## src/core/ccp_pkg.sv

```systemverilog
package ccp_pkg;

	// ----------------------------------------
	// Register word addresses (byte offsets)
	// ----------------------------------------
	localparam logic [7:0] OFS_CTRL_BASE   = 8'h00;
	localparam logic [7:0] OFS_VALLO_BASE  = 8'h14;
	localparam logic [7:0] OFS_VALHI_BASE  = 8'h28;
	localparam logic [7:0] OFS_TSEL_A      = 8'h3c;
	localparam logic [7:0] OFS_TSEL_B      = 8'h40;
	localparam logic [7:0] OFS_PWM_DB      = 8'h44;
	localparam logic [7:0] OFS_PWM_PERIOD  = 8'h48;
	localparam logic [7:0] OFS_PWM_DUTY    = 8'h4c;
	localparam logic [7:0] OFS_IRQ_STATUS  = 8'h50;
	localparam logic [7:0] OFS_IRQ_MASK    = 8'h54;
	localparam logic [7:0] OFS_PEND_STATUS = 8'h58;

	// ----------------------------------------
	// Field layout and codes
	// ----------------------------------------
	localparam int         MODE_LSB        = 0;
	localparam int         DUTY_LO_LSB     = 4;
	localparam int         OUT_CFG_LSB     = 6;
	localparam logic [3:0] MODE_SPECIAL    = 4'hb;
	localparam logic [1:0] MODE_PWM_TOP    = 2'h3;
	localparam logic [1:0] OUT_CFG_HALF    = 2'h2;
	localparam int         NUM_CHAN        = 5;
	localparam int         NUM_TMR         = 3;
	localparam int         ADC_CHAN        = 4;

	// ----------------------------------------
	// Reset values
	// ----------------------------------------
	localparam logic [7:0]  RST_BYTE       = 8'h00;
	localparam logic [15:0] RST_WORD       = 16'h0000;
	localparam logic [6:0]  RST_DB         = 7'h00;

endpackage

```

## src/core/ccp_block.sv

```systemverilog
// Design decisions made here: the Avalon-MM interface to the registers and the address map.
`timescale 1ns/1ps
// What this block does
// - Special-event mode plus timer equal to compare value sets the channel interrupt flag.
// - Only channel five starts a conversion on a match, and only if converter enabled.
// - Matched timer is cleared to zero one cycle after its next tick, not at match.
// - Special-event mode drives nothing new on the channel output pins.
// - Match-caused timer clear never sets the timer overflow flag; only real overflow does.
// - Rewriting the compare value before the timer edge cancels the pending clear.
// - Compare value thus acts as a 16-bit period for the selected timer.
// - Compare needs the system clock; no matches are made while it is stopped.
// - Half-bridge mode drives PWM on the primary pin and its complement on the other.
// - Seven-bit dead-band count delays each output going active by that many cycles.
// - Dead-band longer than the active time keeps that output inactive all period.
// - Control register holds output config 7:6, duty low bits 5:4, mode 3:0.
// - Two-bit timer choice per channel, packed in two timer-select registers.
module ccp_block
	import ccp_pkg::*;
#(
	parameter int DB_W = 7
) (
	input  wire logic        sys_clk,
	input  wire logic        rstn,
	input  wire logic [7:0]  avs_address,
	input  wire logic        avs_read,
	input  wire logic        avs_write,
	input  wire logic [31:0] avs_writedata,
	input  wire logic [3:0]  avs_byteenable,
	output logic      [31:0] avs_readdata,
	output logic             avs_waitrequest,
	input  wire logic [2:0]  timer_tick,
	input  wire logic [47:0] timer_count_pair,
	input  wire logic [2:0]  timer_wrap,
	output logic      [2:0]  timer_clear,
	output logic      [2:0]  timer_overflow_flag,
	input  wire logic        adc_enabled,
	output logic             adc_start,
	output logic             pwm_out_primary,
	output logic             pwm_out_complement,
	output logic             irq
);

	// ----------------------------------------
	// State
	// ----------------------------------------
	typedef struct packed {
		logic [NUM_CHAN-1:0][7:0]  ctrl;
		logic [NUM_CHAN-1:0][15:0] cmp;
		logic [7:0]                tsel_a;
		logic [7:0]                tsel_b;
		logic [7:0]                db;
		logic [7:0]                period;
		logic [7:0]                duty;
		logic [NUM_CHAN-1:0]       irq_st;
		logic [NUM_CHAN-1:0]       irq_mask;
		logic [NUM_CHAN-1:0]       matched;
		logic [NUM_CHAN-1:0]       pend;
		logic [2:0]                ovf;
		logic [2:0]                clr;
		logic                      adc;
		logic [9:0]                pcnt;
		logic                      pwm_raw;
		logic [DB_W-1:0]           dcnt;
		logic                      out_a;
		logic                      out_b;
		logic                      ack;
		logic [31:0]               rdata;
	} state_t;

	state_t s_q;
	state_t s_d;

	logic [7:0]                wbyte;
	logic                      wr_hit;
	logic [NUM_CHAN-1:0][1:0]  chan_tmr;
	logic [NUM_CHAN-1:0][15:0] chan_val;
	logic [NUM_CHAN-1:0]       chan_hit;
	logic [NUM_CHAN-1:0]       chan_tick;
	logic [NUM_CHAN-1:0]       ctrl_sel;
	logic [NUM_CHAN-1:0]       vlo_sel;
	logic [NUM_CHAN-1:0]       vhi_sel;
	logic [NUM_TMR-1:0]        wrap_set;
	logic                      half;
	logic [9:0]                period_full;
	logic [9:0]                duty_full;
	logic                      period_end;
	logic                      duty_on;

	// ----------------------------------------
	// Bus qualification
	// ----------------------------------------
	// A write lands only at the edge where waitrequest is low, and only on byte lane 0.
	always_comb begin
		wbyte  = avs_writedata[7:0];
		wr_hit = avs_write && s_q.ack && avs_byteenable[0];
	end

	// ----------------------------------------
	// Channel timer selection
	// ----------------------------------------
	// Selection code three falls back to the last timer.
	always_comb begin
		chan_tmr[0] = s_q.tsel_a[1:0];
		chan_tmr[1] = s_q.tsel_a[3:2];
		chan_tmr[2] = s_q.tsel_a[5:4];
		chan_tmr[3] = s_q.tsel_b[1:0];
		chan_tmr[4] = s_q.tsel_b[3:2];
		for (int c = 0; c < NUM_CHAN; c++) begin
			if (chan_tmr[c] > 2'h2) begin
				chan_tmr[c] = 2'h2;
			end
		end
	end

	// ----------------------------------------
	// Compare detection
	// ----------------------------------------
	always_comb begin
		for (int c = 0; c < NUM_CHAN; c++) begin
			chan_val[c]  = timer_count_pair[16*chan_tmr[c] +: 16];
			chan_hit[c]  = (s_q.ctrl[c][3:0] == MODE_SPECIAL) && (chan_val[c] == s_q.cmp[c]);
			chan_tick[c] = timer_tick[chan_tmr[c]];
		end
		for (int t = 0; t < NUM_TMR; t++) begin
			wrap_set[t] = timer_wrap[t] && timer_tick[t];
		end
	end

	// ----------------------------------------
	// Address decode
	// ----------------------------------------
	always_comb begin
		for (int c = 0; c < NUM_CHAN; c++) begin
			ctrl_sel[c] = (avs_address == OFS_CTRL_BASE + 8'(4*c));
			vlo_sel[c]  = (avs_address == OFS_VALLO_BASE + 8'(4*c));
			vhi_sel[c]  = (avs_address == OFS_VALHI_BASE + 8'(4*c));
		end
	end

	// ----------------------------------------
	// Half-bridge waveform
	// ----------------------------------------
	// Only channel one offers half-bridge output; the period steps on timer two.
	always_comb begin
		half        = (s_q.ctrl[0][3:2] == MODE_PWM_TOP) && (s_q.ctrl[0][7:6] == OUT_CFG_HALF);
		period_full = {s_q.period, 2'h3};
		duty_full   = {s_q.duty, s_q.ctrl[0][5:4]};
		period_end  = (s_q.pcnt >= period_full);
		duty_on     = half && (s_q.pcnt < duty_full);
	end

	// ----------------------------------------
	// Next state
	// ----------------------------------------
	always_comb begin
		s_d       = s_q;
		s_d.ack   = (avs_read || avs_write) && !s_q.ack;
		s_d.adc   = 1'b0;
		s_d.clr   = 3'h0;

		// Timer overflow flags come only from real wraps.
		for (int t = 0; t < NUM_TMR; t++) begin
			if (wrap_set[t]) begin
				s_d.ovf[t] = 1'b1;
			end
		end

		// Special-event compare per channel.
		for (int c = 0; c < NUM_CHAN; c++) begin
			s_d.matched[c] = chan_hit[c];
			if (chan_hit[c] && !s_q.matched[c]) begin
				s_d.irq_st[c] = 1'b1;
				s_d.pend[c]   = 1'b1;
				if (c == ADC_CHAN && adc_enabled) begin
					s_d.adc = 1'b1;
				end
			end
			if (s_q.pend[c] && chan_tick[c]) begin
				s_d.clr[chan_tmr[c]] = 1'b1;
				s_d.pend[c]   = 1'b0;
			end
			if (s_q.ctrl[c][3:0] != MODE_SPECIAL) begin
				s_d.pend[c] = 1'b0;
			end
		end

		// Register writes; a compare rewrite drops the pending clear.
		if (wr_hit) begin
			for (int c = 0; c < NUM_CHAN; c++) begin
				if (ctrl_sel[c]) begin
					s_d.ctrl[c] = wbyte;
				end
				if (vlo_sel[c]) begin
					s_d.cmp[c][7:0] = wbyte;
					s_d.pend[c]     = 1'b0;
				end
				if (vhi_sel[c]) begin
					s_d.cmp[c][15:8] = wbyte;
					s_d.pend[c]      = 1'b0;
				end
			end
			case (avs_address)
				OFS_TSEL_A:     s_d.tsel_a = {2'h0, wbyte[5:0]};
				OFS_TSEL_B:     s_d.tsel_b = {4'h0, wbyte[3:0]};
				OFS_PWM_DB:     s_d.db     = {1'b0, wbyte[6:0]};
				OFS_PWM_PERIOD: s_d.period = wbyte;
				OFS_PWM_DUTY:   s_d.duty   = wbyte;
				OFS_IRQ_MASK:   s_d.irq_mask = wbyte[NUM_CHAN-1:0];
				default: begin
				end
			endcase
			if (avs_address == OFS_IRQ_STATUS) begin
				for (int c = 0; c < NUM_CHAN; c++) begin
					if (wbyte[c] && !(s_d.irq_st[c] && !s_q.irq_st[c])) begin
						s_d.irq_st[c] = 1'b0;
					end
				end
			end
			if (avs_address == OFS_PEND_STATUS) begin
				for (int t = 0; t < NUM_TMR; t++) begin
					if (wbyte[t] && !(timer_wrap[t] && timer_tick[t])) begin
						s_d.ovf[t] = 1'b0;
					end
				end
			end
		end

		// Half-bridge PWM on channel one, timer two tick as the period clock.
		if (timer_tick[1]) begin
			if (period_end) begin
				s_d.pcnt = 10'h000;
			end else begin
				s_d.pcnt = s_q.pcnt + 10'h001;
			end
		end
		s_d.pwm_raw = duty_on;
		if (s_d.pwm_raw != s_q.pwm_raw) begin
			s_d.dcnt = DB_W'(s_q.db[6:0]);
		end else if (s_q.dcnt != '0) begin
			s_d.dcnt = s_q.dcnt - 1'b1;
		end
		if (!half) begin
			s_d.out_a = 1'b0;
			s_d.out_b = 1'b0;
		end else if (s_d.pwm_raw != s_q.pwm_raw) begin
			s_d.out_a = 1'b0;
			s_d.out_b = 1'b0;
			if (s_q.db[6:0] == 7'h00) begin
				s_d.out_a = s_d.pwm_raw;
				s_d.out_b = !s_d.pwm_raw;
			end
		end else if (s_q.dcnt <= DB_W'(1)) begin
			s_d.out_a = s_q.pwm_raw;
			s_d.out_b = !s_q.pwm_raw;
		end

		// Read path.
		s_d.rdata = 32'h0000_0000;
		for (int c = 0; c < NUM_CHAN; c++) begin
			if (ctrl_sel[c]) begin
				s_d.rdata[7:0] = s_q.ctrl[c];
			end
			if (vlo_sel[c]) begin
				s_d.rdata[7:0] = s_q.cmp[c][7:0];
			end
			if (vhi_sel[c]) begin
				s_d.rdata[7:0] = s_q.cmp[c][15:8];
			end
		end
		case (avs_address)
			OFS_TSEL_A:      s_d.rdata[7:0] = s_q.tsel_a;
			OFS_TSEL_B:      s_d.rdata[7:0] = s_q.tsel_b;
			OFS_PWM_DB:      s_d.rdata[7:0] = s_q.db;
			OFS_PWM_PERIOD:  s_d.rdata[7:0] = s_q.period;
			OFS_PWM_DUTY:    s_d.rdata[7:0] = s_q.duty;
			OFS_IRQ_STATUS:  s_d.rdata[NUM_CHAN-1:0] = s_q.irq_st;
			OFS_IRQ_MASK:    s_d.rdata[NUM_CHAN-1:0] = s_q.irq_mask;
			OFS_PEND_STATUS: s_d.rdata[7:0] = {s_q.pend, s_q.ovf};
			default: begin
			end
		endcase
		if (!avs_read) begin
			s_d.rdata = s_q.rdata;
		end
	end

	// ----------------------------------------
	// Registers
	// ----------------------------------------
	always_ff @(posedge sys_clk or negedge rstn) begin
		if (!rstn) begin
			s_q <= '0;
		end else begin
			s_q <= s_d;
		end
	end

	// ----------------------------------------
	// Outputs
	// ----------------------------------------
	always_comb begin
		avs_waitrequest     = (avs_read || avs_write) && !s_q.ack;
		avs_readdata        = s_q.rdata;
		timer_clear         = s_q.clr;
		timer_overflow_flag = s_q.ovf;
		adc_start           = s_q.adc;
		pwm_out_primary     = s_q.out_a;
		pwm_out_complement  = s_q.out_b;
		irq                 = |(s_q.irq_st & s_q.irq_mask);
	end

endmodule

```

## config.mk

```make
export PLATFORM = sky130hd
export DESIGN_NAME = ccp_block
export DESIGN_NICKNAME = d
export VERILOG_FILES = /design/src/core/ccp_pkg.sv /design/src/core/ccp_block.sv
export SDC_FILE = /design/constraint.sdc
export NUM_CORES = 1
export LEC_CHECK = 0
export BUFFER_PORTS_ARGS = -buffer_cell sky130_fd_sc_hd__buf_2
export CORE_MARGIN = 2
export CORE_UTILIZATION = 35
export DETAILED_ROUTE_END_ITERATION = 10
export HOLD_SLACK_MARGIN = 0.05
export PLACE_DENSITY = 0.52
export SLEW_MARGIN = 20
export SYNTH_ARGS = -nofsm -noshare
export SYNTH_HDL_FRONTEND = slang
export SYNTH_SLANG_ARGS = --single-unit
```

## constraint.sdc

```tcl
create_clock -name sys_clk -period 7.15 [get_ports sys_clk]
set_clock_uncertainty 0.2 [all_clocks]
set_input_delay 1.43 -clock sys_clk [delete_from_list [all_inputs] [get_ports sys_clk]]
set_output_delay 1.43 -clock sys_clk [all_outputs]
set_load 0.1 [all_outputs]
```

# After elaboration in Yosys (flattened, before gate mapping)
# Cells that the tools add are included.
# Widths: inputs -> output; s select.
# op_classes
shift	5
n_mux	102
addsub	2
n_bitwise	5
n_mul	0
n_eq_ne	41
div	0
n_reduce_logical	89
order_cmp	18
# op_table
op	n
$shiftx 48x7->16	5
$mux 8	16
$eq 16x16->1	5
$eq 8x6->1 const B	8
$eq 8x7->1 const B	7
$mux 1	53
$reduce_and 2->1	21
$logic_and 1x1->1	41
$pmux 5 s8	1
$eq 8x5->1 const B	4
$logic_not 1->1	21
$eq 4x4->1 const B	5
$mux 10	2
$ne 4x4->1 const B	5
$mux 2	9
$mux 3	6
$pmux 3 s6	1
$eq 8x4->1 const B	2
$lt 2x3->1 const B	5
$mux 7	2
$or 3x3->3	4
$add 10x1->10 const B	1
$bmux 1 s2	5
$demux 1 s2	5
other kinds (18)	28
# totals
ram_bits	0
inputBits	103
wordCells	296
mem_count	0
ff_bits	209
latch_bits	0
rom_bits	0
output_inout_bits	43

# Logic depth before layout (Yosys ltp)
# logic_depth
depth_word	17
mapped_depth	10
depth_no_buf	8

# Worst setup path after synthesis
# No wires, ideal clock.
# synth_path
path_type	in2out
from	in avs_read
to	out avs_waitrequest
n_path_buf	2
stages	4
t_arrival_ns	3.261
required_time_ns	5.520
path_slack_ns	2.259
cell_sequence	clkbuf_1 clkbuf_1 nor2_1 nor2_1
# synth_via
elab_chain_len	2
# synth_lines
element	line_no	rtl
from (decl)	ccp_block.sv:25	input wire logic avs_read,
$logic_or 1x1->1	ccp_block.sv:302	avs_waitrequest = (avs_read || avs_write) && !s_q.ack;
$logic_and 1x1->1	ccp_block.sv:302	
to (decl)	ccp_block.sv:30	output logic avs_waitrequest,
# No other way between the ends.

# Worst setup path after layout
# Same ends and word-level chain as after synthesis.

==> impl_metrics.yaml <==
finish:
  layout-drive-gt1-share_pct: 21.51
  finish.utilization_pct: 39.16
  finalNetCount: 1670
  layout-area-overhead-vs-synth_pct: 10.36
  fill_cells: 4091
  multiInputGateArea_mm2: 0.008544
  layout_common_cells: "dfrtp_1 (209), mux2_2 (156), nand2_1 (155)"
  mostFrequentLayoutCell: "dfrtp_1"
  seq_area_mm2: 0.005230
clock_tree:
  cts.sinks: 209
  post_cts_buffers: 0
  cts-root-buf: "clkbuf_16"
  numCtsBuffers: 26
  cts_resized: 0
  ctsHoldBuffers: 0
  cts_max_path_buffers: 3
  cts_max_level: 1
  clk_latency_ns: 0.57
  cts_tree: "done"
  clk_pin_slew_worst_paths_ns: 0.05
placed_design:
  hpwl_um: 40190
  numPortBuffers: 94
  place_congestion: 0.9342
  place_ws_ns: 2.868
floorplanning:
  num_io_pins: 146
  dieArea_mm2: 0.04314
  die_h_um: 207.7
  initial_utilization_pct: 35.49
  row_count: 74
  core-area_mm2: 0.04092
  chipWidth_um: 207.7
timing:
  worst_slack_ns: 3.082
  setup_tns_ns: 0
  clock.fmax_mhz: 245.9
  tightest_slew_ns: 1.173
  drv_slew: 0
  rsz0062_at_grt: "false"
  relSlewSlack_pct: 21.81
  hold_viol_final: 0
  setup_viol: 0
  min_period_over_period_pct: 56.89
  period_needed_ns: 4.068
detailed_routing:
  drc: 0
  wirelength_um: 56400
  drt_first_pass_iters: 6
  ant_nets: 0
  routed_via_density: 6.082
  drt_iter0_drc: 1198
  wl_per_cell_um: 26.86
  vias: 12770
yosys:
  ys_async_sr_fraction_pct: 100.0
  synthCells: 1524
  synth_seq_cells: 209
  ys_seq_area_share_pct: 36.01
  yosys-top-cells-area: "dfrtp_1 (36%), mux2_2 (12%), mux2i_1 (6.3%), nand2_1 (4.0%), o211ai_1 (2.6%)"
  synth_area_leader_cell: "dfrtp_1"
  synth_top_family_by_area: "multiplexers"
  netlist_area_mm2: 0.01452
  synth.area.mux_share_pct: 18.44
  synth_ff_type: "dfrtp_1"
  avgSynthCellArea_um2: 9.530
  synth.distinct_cells: 84
  synth_top_area_share_pct: 36.01
  yosys.area_share.adder_pct: 1.723
  synthXorXnorAreaFrac_pct: 2.283
  synth-simple-area-share_pct: 18.36
  synth_edf_count: 0
  ys_warn_count: 0
  synth_compound_area_share_pct: 17.07
power:
  cellPowerDensity_mw_per_mm2: 195.6
  power.leakage_nw: 7.030
  finalPower_mw: 3.135
  ir_drop_v: 0.0001439
grt:
  grt_overflow: 0
  first_global_vias: 12290
  antenna_found_initial: 2
  grt_first_pass_wirelength_um: 82170
  grt_use_total_pct: 25.37
  grt_max_degree: 123
worst_setup_path:
  critPathLaunchType: "primary input"
  cp_max_fo: 18
  worst-setup-path-type: "in -> out"
  cp.arrival_ns: 2.44
  required_ns: 5.52
  endpoint_kind: "primary output"
flow_run:
  drv_cap: 0
outcome:
  outcome: "finished, final reports clean"
min_path:
  hp-class: "reg -> reg"
[cell families after synthesis]
family,count (synthesis)
compound gates,343
fa+ha+maj,20
flops,209
other cells,1
xor+xnor,37
buf+inv,179
mux,248
simple gates,487
[state kept, by name, summed over array words and instances (netlist names)]
signal,cells
timer_overflow_flag,3
s_q,174
timer_clear,3
adc_start,1
pwm_out_complement,1
period_full,8
pwm_out_primary,1
duty_full,10
avs_readdata,8
[final timing paths]
| kind | start | endpoint | slack (ns) | depth (start not counted) |
|---|---|---|---|---|
| max | avs_read | avs_waitrequest | 3.08 | 4 |
| min | s_q[32]$_DFF_PN0_ | s_q[32]$_DFF_PN0_ | 0.25 | 1 |
| max reg2reg | s_q[106]$_DFFE_PN0P_ | s_q[79]$_DFF_PN0_ | 3.78 | 7 |
| min reg2reg | s_q[32]$_DFF_PN0_ | s_q[32]$_DFF_PN0_ | 0.25 | 1 |
| max in group asynchronous | rstn | s_q[70]$_DFFE_PN0P_ | 4.93 | 2 |
| min in group asynchronous | rstn | s_q[236]$_DFFE_PN0P_ | 0.82 | 1 |
[through the flow]
stage	cell area [um^2]	hold slack [ns]	std cells
3_5_place_dp	15220	0.2502	2051
6_report	16030	0.2550	2100
4_1_cts	16030	0.2576	2099
3_3_place_gp	15210	0.2406	2051
2_1_floorplan	14610	0.2724	1547
5_1_grt	16030	0.2776	2100
[layer usage]
metal / vias up / track usage [%] / share of wire, %
li1: 5681 / - / -
met1: 6451 / 35.28 / 44
met2: 538 / 40.23 / 46
met3: 100 / 5.325 / 7.9
met4: 2 / 6.359 / 2.8
met5: - / 0 / 0.021
[power by group]
part	leakage, nW	switching, mW	internal (mW)	total (mW)
sequential	2.80	0.0700	1.24	1.31
combinational	3.85	0.384	0.193	0.576
clock	0.385	0.548	0.705	1.25
[final cells by class]
type	instances	area share, %
Clock buffer	36	4.481
Multi-Input combinational cell	1159	53.31
Inverter	37	0.8665
Timing Repair Buffer	114	4.012
Tap cell	532	4.153
Clock inverter	12	0.5308
Antenna cell	1	0.01561
Sequential cell	209	32.63
[Yosys cell counts, types with 5 or more instances]
master and instances:
dfrtp_1 209, mux2_2 156, nand2_1 155, mux2i_1 92, o21ai_0 72, clkbuf_1 61
nor2b_1 55, nor2_1 54, o211ai_1 51, nand3_1 46, buf_4 42, a211o_1 40
inv_1 35, buf_2 32, xor2_1 32, nand4_1 29, a22oi_1 28, a21oi_1 26
a211oi_1 24, nor3_1 23, nor4_1 21, ha_1 20, and3_1 13, o211a_1 13
o22ai_1 12, or4_1 11, nand4b_1 10, nor3b_1 9, o22a_1 9, and2_1 7
a21o_1 6, a31oi_1 6, nand2b_1 6, nand3b_1 6, nor4bb_1 6, o2bb2ai_1 6
o31ai_1 6, a22o_1 5, a32o_1 5, and4_1 5, and4b_1 5, buf_1 5
[worst max-delay path, stage by stage]
cell    delay, ns
buf_2        0.34
nor2_1       0.07
nor2_1       0.12
buf_2        0.45
(Power assumes the default switching activity.)
